===== src/rtl/urb_pkg.sv =====
package urb_pkg;

  // Register byte offsets on the 32-bit bus
  localparam logic [4:0] OFS_MODE = 5'h00;
  localparam logic [4:0] OFS_BGC  = 5'h04;
  localparam logic [4:0] OFS_ERR  = 5'h08;
  localparam logic [4:0] OFS_RXB  = 5'h0C;
  localparam logic [4:0] OFS_TXS  = 5'h10;
  localparam logic [4:0] OFS_STAT = 5'h14;

  // Baud counter width and divisor limits
  localparam int         CNT_W   = 5;
  localparam logic [4:0] K_MIN   = 5'h08;
  localparam logic [4:0] CNT_ONE = 5'h01;

  // Prescaler masks: tick when all masked bits are set
  localparam logic [4:0] PRE_DIV2  = 5'h01;
  localparam logic [4:0] PRE_DIV8  = 5'h07;
  localparam logic [4:0] PRE_DIV32 = 5'h1F;

  // Last data bit index for 7 and 8 bit characters
  localparam logic [2:0] LAST7 = 3'h6;
  localparam logic [2:0] LAST8 = 3'h7;

  // Reset values
  localparam logic [7:0] MODE_RST = 8'h00;
  localparam logic [7:0] BGC_RST  = 8'h1F;
  localparam logic       LINE_IDLE = 1'b1;

  typedef enum logic [1:0] {
    PAR_NONE = 2'h0,
    PAR_ZERO = 2'h1,
    PAR_ODD  = 2'h2,
    PAR_EVEN = 2'h3
  } urb_par_t;

  typedef enum logic [1:0] {
    CS_TIMER = 2'h0,
    CS_DIV2  = 2'h1,
    CS_DIV8  = 2'h2,
    CS_DIV32 = 2'h3
  } urb_clk_t;

  // Gray coded along idle, start, data, parity, stop
  typedef enum logic [2:0] {
    S_IDLE  = 3'h0,
    S_START = 3'h1,
    S_DATA  = 3'h3,
    S_PAR   = 3'h2,
    S_STOP  = 3'h6
  } urb_rx_state_t;

  typedef struct packed {
    logic     port_power_on;
    logic     tx_enable_bit;
    logic     rx_enable_bit;
    urb_par_t parity;
    logic     len8;
    logic     stop2;
    logic     rsvd;
  } urb_mode_t;

  typedef struct packed {
    urb_clk_t   clk_sel;
    logic       rsvd;
    logic [4:0] divisor_k;
  } urb_bgc_t;

  typedef struct packed {
    logic [4:0] rsvd;
    logic       parity_fault_flag;
    logic       framing;
    logic       overrun_fault_flag;
  } urb_err_t;

  typedef struct packed {
    logic [5:0] rsvd;
    logic       busy;
    logic       full;
  } urb_stat_t;

endpackage


===== src/rtl/urb_noise_filter.sv =====
`timescale 1ns/1ps
`default_nettype none
module urb_noise_filter (
  input  wire logic clk,
  input  wire logic rst_b,
  input  wire logic sample_en,
  input  wire logic serial_rx_line,
  output var  logic filtered_rx
);
  import urb_pkg::*;

  logic meta_a;
  logic meta_b;
  logic meta_c;
  logic sync_lvl;
  logic samp_a;

  // Pin synchroniser; meta_a only feeds meta_b
  always_ff @(posedge clk or negedge rst_b) begin
    if (!rst_b) begin
      meta_a <= LINE_IDLE;
      meta_b <= LINE_IDLE;
      meta_c <= LINE_IDLE;
    end else begin
      meta_a <= serial_rx_line;
      meta_b <= meta_a;
      meta_c <= meta_b;
    end
  end

  // Level accepted once the last two stages agree
  always_ff @(posedge clk or negedge rst_b) begin
    if (!rst_b) begin
      sync_lvl <= LINE_IDLE;
    end else if (meta_b == meta_c) begin
      sync_lvl <= meta_c;
    end
  end

  // two tick lag
  // First tick latches, second tick passes on agreement
  always_ff @(posedge clk or negedge rst_b) begin
    if (!rst_b) begin
      samp_a      <= LINE_IDLE;
      filtered_rx <= LINE_IDLE;
    end else if (sample_en) begin
      samp_a <= sync_lvl;
      if (sync_lvl == samp_a) begin
        filtered_rx <= samp_a;
      end
    end
  end

endmodule
`default_nettype wire


===== src/rtl/urb_top.sv =====
// Added by the designer: the Avalon-MM slave port and the register addresses.
`timescale 1ns/1ps
`default_nettype none

// Notes on behaviour
// - Detect parity, framing, overrun; raise error request
// - Reading error status clears the flags that the read returned
// - Parity fault on mismatch with configured odd or even type; zero type not checked
// - Framing fault when stop bit low
// - Overrun when buffer still unread at frame end
// - Sample line on base clock, two matching
// - Receive path lags line by two ticks
// - Separate 5-bit transmit and receive counters
// - Base clock gated low while power off
// - Transmit counter held zero unless powered, enabled
// - Transmit write clears transmit counter
// - Receive counter held zero unless powered, enabled
// - Receive counter stops after frame until start
// - Select timer, div2, div8 or div32
// - Divisor k valid from 8 to 31
// - Bit rate is base clock over 2k
// - Falling edge starts count; low confirms start
// - Overrun character not copied to buffer
// - Parity fault completes frame before request
module urb_top (
  input  wire logic        clk,
  input  wire logic        rst_b,
  input  wire logic [4:0]  address,
  input  wire logic        read,
  input  wire logic        write,
  input  wire logic [31:0] writedata,
  input  wire logic [3:0]  byteenable,
  output var  logic [31:0] readdata,
  output var  logic        waitrequest,
  input  wire logic        eight_bit_timer_output,
  input  wire logic        serial_rx_line,
  output var  logic        base_clock_en,
  output var  logic        tx_half_tick,
  output var  logic        tx_load,
  output var  logic [7:0]  tx_data,
  output var  logic [7:0]  rx_buffer,
  output var  logic        rx_done_or_error_irq,
  output var  logic        rx_error_irq
);
  import urb_pkg::*;

  urb_mode_t       port_mode_register;
  urb_bgc_t        baud_generator_control;
  urb_err_t        rx_error_status;
  logic            buf_full;
  logic [4:0]      prescale;
  logic [4:0]      tx_cnt;
  logic [4:0]      rx_cnt;
  urb_rx_state_t   state;
  urb_rx_state_t   next_state;
  logic            filt;
  logic            filt_q;
  logic            phase;
  logic [2:0]      bit_idx;
  logic [7:0]      rx_shift_register;
  logic            par_bit;
  logic            full_seen;

  // Bus access decode
  wire        accept   = (read | write) & ~waitrequest;
  wire        wr_low   = accept & write & byteenable[0];
  wire        rd_acc   = accept & read;
  wire [4:0]  word_ofs = {address[4:2], 2'b00};
  wire        wr_mode  = wr_low & (word_ofs == OFS_MODE);
  wire        wr_bgc   = wr_low & (word_ofs == OFS_BGC);
  wire        wr_txs   = wr_low & (word_ofs == OFS_TXS);
  wire        rd_err   = rd_acc & (word_ofs == OFS_ERR);
  wire        rd_rxb   = rd_acc & (word_ofs == OFS_RXB);

  // Read mux; unmapped words read as zero
  urb_stat_t  stat_word;
  logic [7:0] rd_mux;
  assign stat_word = '{rsvd: '0, busy: (state != S_IDLE), full: buf_full};
  always_comb begin
    case (word_ofs)
      OFS_MODE: rd_mux = port_mode_register;
      OFS_BGC:  rd_mux = baud_generator_control;
      OFS_ERR:  rd_mux = rx_error_status;
      OFS_RXB:  rd_mux = rx_buffer;
      OFS_STAT: rd_mux = stat_word;
      default:  rd_mux = 8'h00;
    endcase
  end

  // One wait cycle per access; data registered as wait drops
  always_ff @(posedge clk or negedge rst_b) begin
    if (!rst_b) begin
      waitrequest <= 1'b1;
      readdata    <= 32'h0000_0000;
      full_seen   <= 1'b0;
    end else begin
      waitrequest <= ~((read | write) & waitrequest);
      if ((read | write) & waitrequest) begin
        readdata  <= {24'h00_0000, rd_mux};
        full_seen <= buf_full; // Buffer state behind the returned byte
      end
    end
  end

  // Software written control registers
  always_ff @(posedge clk or negedge rst_b) begin
    if (!rst_b) begin
      port_mode_register     <= MODE_RST;
      baud_generator_control <= BGC_RST;
    end else begin
      if (wr_mode) begin
        port_mode_register <= writedata[7:0];
      end
      if (wr_bgc) begin
        baud_generator_control <= writedata[7:0];
      end
    end
  end

  // Enables and divisor; out-of-range k is clamped to the minimum
  wire       power  = port_mode_register.port_power_on;
  wire       tx_on  = power & port_mode_register.tx_enable_bit;
  wire       rx_on  = power & port_mode_register.rx_enable_bit;
  wire [4:0] k_eff  = (baud_generator_control.divisor_k < K_MIN) ?
                      K_MIN : baud_generator_control.divisor_k;
  wire [4:0] k_last = k_eff - CNT_ONE;

  logic sel_tick;
  always_comb begin
    case (baud_generator_control.clk_sel)
      CS_TIMER: sel_tick = eight_bit_timer_output;
      CS_DIV2:  sel_tick = ((prescale & PRE_DIV2) == PRE_DIV2);
      CS_DIV8:  sel_tick = ((prescale & PRE_DIV8) == PRE_DIV8);
      CS_DIV32: sel_tick = ((prescale & PRE_DIV32) == PRE_DIV32);
      default:  sel_tick = 1'b0;
    endcase
  end

  // base clock gated by power
  // Prescaler held at zero so ticks restart in phase after power-up
  always_ff @(posedge clk or negedge rst_b) begin
    if (!rst_b) begin
      prescale      <= 5'h00;
      base_clock_en <= 1'b0;
    end else begin
      prescale      <= power ? prescale + CNT_ONE : 5'h00;
      base_clock_en <= power & sel_tick;
    end
  end

  wire tx_half = tx_on & base_clock_en & (tx_cnt == k_last);
  always_ff @(posedge clk or negedge rst_b) begin
    if (!rst_b) begin
      tx_cnt       <= 5'h00;
      tx_half_tick <= 1'b0;
    end else if (!tx_on || wr_txs) begin
      tx_cnt       <= 5'h00;
      tx_half_tick <= 1'b0;
    end else begin
      tx_half_tick <= tx_half;
      if (base_clock_en) begin
        tx_cnt <= tx_half ? 5'h00 : tx_cnt + CNT_ONE;
      end
    end
  end

  // Transmit character handed to the shift path
  always_ff @(posedge clk or negedge rst_b) begin
    if (!rst_b) begin
      tx_load <= 1'b0;
      tx_data <= 8'h00;
    end else begin
      tx_load <= wr_txs & tx_on;
      if (wr_txs) begin
        tx_data <= writedata[7:0];
      end
    end
  end

  urb_noise_filter u_filter (
    .clk            (clk),
    .rst_b          (rst_b),
    .sample_en      (base_clock_en),
    .serial_rx_line (serial_rx_line),
    .filtered_rx    (filt)
  );

  // Receive timing: half-bit tick, sample on every second one
  wire rx_fall  = filt_q & ~filt;
  wire rx_half  = base_clock_en & (state != S_IDLE) & (rx_cnt == k_last);
  wire samp     = rx_half & phase;
  wire last_bit = bit_idx == (port_mode_register.len8 ? LAST8 : LAST7);
  wire par_on   = port_mode_register.parity != PAR_NONE;
  wire confirm  = (state == S_START) & rx_half & ~filt;

  always_ff @(posedge clk or negedge rst_b) begin
    if (!rst_b) begin
      rx_cnt <= 5'h00;
    end else if (!rx_on || state == S_IDLE) begin
      rx_cnt <= 5'h00;
    end else if (base_clock_en) begin
      rx_cnt <= rx_half ? 5'h00 : rx_cnt + CNT_ONE;
    end
  end

  // Receive sequencer
  always_comb begin
    next_state = state;
    case (state)
      S_IDLE:  if (rx_fall) begin
        next_state = S_START;
      end
      S_START: if (rx_half) begin
        next_state = filt ? S_IDLE : S_DATA;
      end
      S_DATA:  if (samp && last_bit) begin
        next_state = par_on ? S_PAR : S_STOP;
      end
      S_PAR:   if (samp) begin
        next_state = S_STOP;
      end
      S_STOP:  if (samp) begin
        next_state = S_IDLE;
      end
      default: next_state = S_IDLE;
    endcase
    if (!rx_on) begin
      next_state = S_IDLE;
    end
  end

  always_ff @(posedge clk or negedge rst_b) begin
    if (!rst_b) begin
      state  <= S_IDLE;
      filt_q <= LINE_IDLE;
    end else begin
      state  <= next_state;
      filt_q <= filt;
    end
  end

  // Bit capture, LSB first into the shift register
  always_ff @(posedge clk or negedge rst_b) begin
    if (!rst_b) begin
      phase             <= 1'b0;
      bit_idx           <= 3'h0;
      rx_shift_register <= 8'h00;
      par_bit           <= 1'b0;
    end else if (confirm) begin
      phase             <= 1'b0;
      bit_idx           <= 3'h0;
      rx_shift_register <= 8'h00;
    end else if (rx_half) begin
      phase <= ~phase;
      if (samp && state == S_DATA) begin
        rx_shift_register[bit_idx] <= filt;
        bit_idx                    <= bit_idx + 3'h1;
      end
      if (samp && state == S_PAR) begin
        par_bit <= filt;
      end
    end
  end

  // Fault evaluation at the stop bit sample
  wire      frame_done = (state == S_STOP) & samp;
  wire      ones_odd   = ^{rx_shift_register, par_bit};
  urb_err_t new_err;
  wire      par_fault  = ((port_mode_register.parity == PAR_ODD) & ~ones_odd) |
                         ((port_mode_register.parity == PAR_EVEN) & ones_odd);
  wire      stop_low   = ~filt;
  wire      ovr_hit    = buf_full;
  assign new_err = '{rsvd: 5'h00, parity_fault_flag: par_fault, framing: stop_low,
                     overrun_fault_flag: ovr_hit};

  // read clears flags
  // Only flags the read returned are cleared, so one set in the wait cycle survives
  wire [7:0] err_kept = rd_err ? (rx_error_status & ~readdata[7:0]) : rx_error_status;
  always_ff @(posedge clk or negedge rst_b) begin
    if (!rst_b) begin
      rx_error_status <= 8'h00;
    end else begin
      rx_error_status <= err_kept | (frame_done ? new_err : 8'h00);
    end
  end

  // Full clears only when the read returned a full buffer; a fill in the wait cycle stays
  // no copy on overrun
  always_ff @(posedge clk or negedge rst_b) begin
    if (!rst_b) begin
      rx_buffer <= 8'h00;
      buf_full  <= 1'b0;
    end else begin
      buf_full <= (buf_full & ~(rd_rxb & full_seen)) | (frame_done & ~buf_full);
      if (frame_done && !buf_full) begin
        rx_buffer <= rx_shift_register;
      end
    end
  end

  always_ff @(posedge clk or negedge rst_b) begin
    if (!rst_b) begin
      rx_done_or_error_irq <= 1'b0;
      rx_error_irq         <= 1'b0;
    end else begin
      rx_done_or_error_irq <= frame_done;
      rx_error_irq         <= frame_done & (|new_err);
    end
  end

endmodule
`default_nettype wire


===== config.mk =====
export PLATFORM = sky130hd
export DESIGN_NAME = urb_top
export DESIGN_NICKNAME = d
export VERILOG_FILES = /design/src/rtl/urb_pkg.sv /design/src/rtl/urb_noise_filter.sv /design/src/rtl/urb_top.sv
export SDC_FILE = /design/constraint.sdc
export NUM_CORES = 1
export LEC_CHECK = 0
export ABC_AREA = 1
export BUFFER_PORTS_ARGS = -buffer_cell sky130_fd_sc_hd__clkbuf_2
export CORE_UTILIZATION = 55
export DETAILED_ROUTE_END_ITERATION = 7
export GPL_ROUTABILITY_DRIVEN = 0
export PLACE_DENSITY = 0.8
export REMOVE_ABC_BUFFERS = 1
export SLEW_MARGIN = 20
export SYNTH_ARGS = -nofsm -noshare
export SYNTH_HDL_FRONTEND = slang
export SYNTH_SLANG_ARGS = --single-unit

===== constraint.sdc =====
create_clock -name clk -period 2.7 [get_ports clk]
set_input_delay 0.135 -clock clk [delete_from_list [all_inputs] [get_ports clk]]
set_output_delay 0.135 -clock clk [all_outputs]
set_load 0.01 [all_outputs]

==> summary.md <==
| Metric | Value |
|---|---|
| Worst hold margin | `a little under 0.03 ns` |
| Inst Count DP | `726` |
| WL final | `10500 um` |
| CP Data Arrival Time | `about 2.8 ns` |
| Initial Util | `57.7%` |
| Crit share post-route | `92.3%` |
| Vias in the first global route | `approximately 3.7k` |
| Pwr/cell area | `between 700 and 800 nW/um^2` |
| Worst Reg-to-Reg Cells | `17` |
| Main synth FF type | `dfrtp_1` |
| YS warnings | `0` |
| Leak Pwr | `approximately 2.7 nW` |
| Worst slack at placement | `between 0.2 and 0.25 ns` |
| Final TNS setup | `0 ns` |
| Fin area | `around 5400 um^2` |
| Largest area contributor in the netlist | `dfrtp_1` |
| Final hold vios | `0` |
| Slowest CP cell | `dfstp_2` |
| Number of flops mapped to enable cells by yosys | `0` |
| Slew Viols, Final | `0` |
| Maximum number of pins on one net before global-route repair | `90` |
| Most frequent cells in the layout | `nand2_1, dfrtp_1, inv_1` |
| Root buffer cell | `clkbuf_8` |
| Design Power | `a little under 4 mW` |
| Port Buf Inserts | `47` |
| Most frequent CP cell | `nand2_1` |
| Worst EP required | `~3.0 ns` |
| Shortest period the worst path allows | `between 2 and 2.5 ns` |
| DR iter-0 viols | `between 200 and 300` |
| Worst-path clk slew | `approximately 0.09 ns` |
| Placed Area | `just over 5000 um^2` |
| CP max stage delay | `about 0.57 ns` |
| Die width | `between 90 and 100 um` |
| Post-synthesis register bit count | `94` |
| GRT Resource Usage Total | `between 20% and 30%` |
| Via count | `between 4k and 5k` |
| Die ar. | `between 9000 and 10000 um^2` |
| Setup CP Type | `reg -> reg` |
| Top cells by area, synth | `dfrtp_1, nand2_1, dfstp_2` |
| Final nets | `about 690` |
| Count of different cell masters after synthesis | `44` |
| Fill cell count | `between 700 and 800` |
| Maximum fanout along the worst path | `14` |
| Worst Path Buf+Inv | `2` |
| CTS H-tree depth | `3` |
| P&R area growth vs syn | `11.1%` |
| RSZ-0062 raised after global routing | `false` |
| Final HPWL DP | `approximately 7600 um` |
| Worst path depth | `17` |
| TritonCTS clock tree | `done` |
| Worst setup EP type | `register` |
| Post-layout util | `around 64%` |
| Post-synthesis area per instance | `8.33 um^2` |
| Final WS setup | `0.208 ns` |
| Core area | `around 8400 um^2` |
| Ant diodes | `0` |
| Overflow after GRT | `0` |
| CTS Sinks | `94` |
| WL/cell | `14.1 um` |
| Total iterations of the first detailed-routing run | `5` |
| Antenna violations before repair | `0` |
| Post-synth ARST share | `100%` |
| I/O Pins | `slightly above 100` |
| Avg Vias per Cell | `roughly 5.4` |
| Die Height | `between 90 and 100 um` |
| Sequential area share after synthesis | `49.0%` |
| CP top delay family | `simple AND/OR/NAND/NOR gates` |
| Worst skew pair latency | `about 0.36 ns` |
| Worst Tran Pin Value | `0.791 ns` |
| Longest Clk Path Bufs | `2` |
| Hold depth | `3` |
| Status | `finished clean` |
| Share of cells above drive strength 1 | `about 16%` |
| Post-CTS Setup Bufs | `0` |
| Site Rows | `33` |
| Post-Synthesis Cells | `a little under 600` |
| Rel. slew slack | `47.3%` |
| Commonest non-fill, non-tap cell in the layout | `nand2_1` |
| Max Freq | `~400 MHz` |
| Netlist Area Pre-Place | `4840 um^2` |
| DRC viols | `0` |
| Antenna-violating nets left | `0` |
| Final std cells w/o fill | `around 750` |
| Final clock skew | `roughly 0.0094 ns` |
| First-pass GRT wire length | `around 17000 um` |
| Hold crit path type | `in -> reg` |
| Max-cap violations | `0` |
| CTS buffer count | `9` |
| Cell Chain, Critical Path | `inv_2 -> nand2_4 -> nand2_1 -> ha_1 -> inv_1 -> nand2_1 -> nand2_1 -> nand3_1 -> nor2_1 -> nand2_1 -> nor2_4 -> nand2_4 -> nor2_8 -> nand2_8 -> nor2_4 -> nand2_1 -> nand2_1` |
| VDD IR max | `~0.33 mV` |
| Setup crit start kind | `register` |
| Count of final setup violators | `0` |
| Share of the synthesized area in the top cell type | `a little over two fifths` |
[tightest hold or removal path, delay by kind of cell]
family | cells | cell delay, ns
AO/OA/AOI/OAI | 1 | 0.06
buffers and inverters | 1 | 0.11
AND/OR/NAND/NOR | 1 | 0.05
[where the power goes]
part	switching, mW	internal [mW]	total, mW
Clock	0.480	0.576	1.06
Combinational	0.622	0.319	0.941
Sequential	0.252	1.66	1.91
Total	1.35	2.56	3.91
[cell families (layout without fill, tap and decap cells)]
group	Yosys count	after routing	share of synthesized area, %
flip-flops	94	94	49.0
XOR/XNOR	18	18	3.26
adder cells (fa/ha/maj)	8	8	2.02
AND/OR/NAND/NOR	242	243	22.4
other	1	24	0.0775
buffers and inverters	113	148	10.9
AO/OA/AOI/OAI	105	105	12.4
[area by class of cell]
class,count,area (um^2),area share (%)
Sequential cell,94,2370,44.1
Multi-Input combinational cell,398,2050,38.2
Timing Repair Buffer,55,307,5.70
Inverter,77,289,5.38
Clock buffer,13,159,2.96
Tap cell,105,131,2.44
Clock inverter,3,68.8,1.28
[sequential cells by signal (all words and copies together), names as in the netlist, 5 cells and up]
| name | cells |
|---|---|
| rx_cnt | 5 |
| port_mode_register | 7 |
| tx_data | 8 |
| rx_shift_register | 8 |
| rx_buffer | 8 |
| readdata | 8 |
| baud_generator_control | 8 |
| prescale | 5 |
| rx_error_status | 8 |
| tx_cnt | 5 |
[worst paths after layout]
check	slack, ns	to	from
worst max-delay path	0.21	rx_buffer[2]	baud_generator_control[3]
worst min-delay path	0.03	baud_generator_control[7]	writedata[7]
worst max register to register	0.21	rx_buffer[2]	baud_generator_control[3]
worst min register to register	0.36	u_filter.meta_b	u_filter.meta_a
max in group asynchronous	1.57	u_filter.filtered_rx	rst_b
min in group asynchronous	0.39	prescale[1]	rst_b
[repair_timing]
item	in CTS	in global routing
endpoints found under the setup margin	0	2
resized for setup	0	3
endpoints found under the hold margin	1	81
hold buffers	1	1
[cell usage after synthesis (2+ instances only)]
cell type / count
o22ai_1: 4
nor2_8: 2
nand2_1: 137
o21ai_1: 13
dfrtp_1: 81
inv_1: 72
o2111ai_1: 3
xnor2_1: 7
buf_4: 25
dfstp_2: 13
a21oi_1: 29
nand2_4: 3
a221oi_1: 2
o21ai_2: 6
nor2_2: 2
nand3_1: 42
nor2_1: 29
a21boi_0: 3
o21ai_0: 39
xor2_1: 11
nand4_1: 5
nor3_1: 13
ha_1: 7
nor3_2: 2
inv_2: 4
clkbuf_1: 9
[per-layer routing]
metal / global-route usage [%] / routed length (um) / vias up
li1: - / - / 1950
met1: 34.2 / 4690 / 1889
met2: 40.1 / 5010 / 153
met3: 4.58 / 538 / 24
met4: 8.46 / 239 / 0
met5: 0 / 0 / -
No activity file was read; power rests on OpenSTA's default activity.
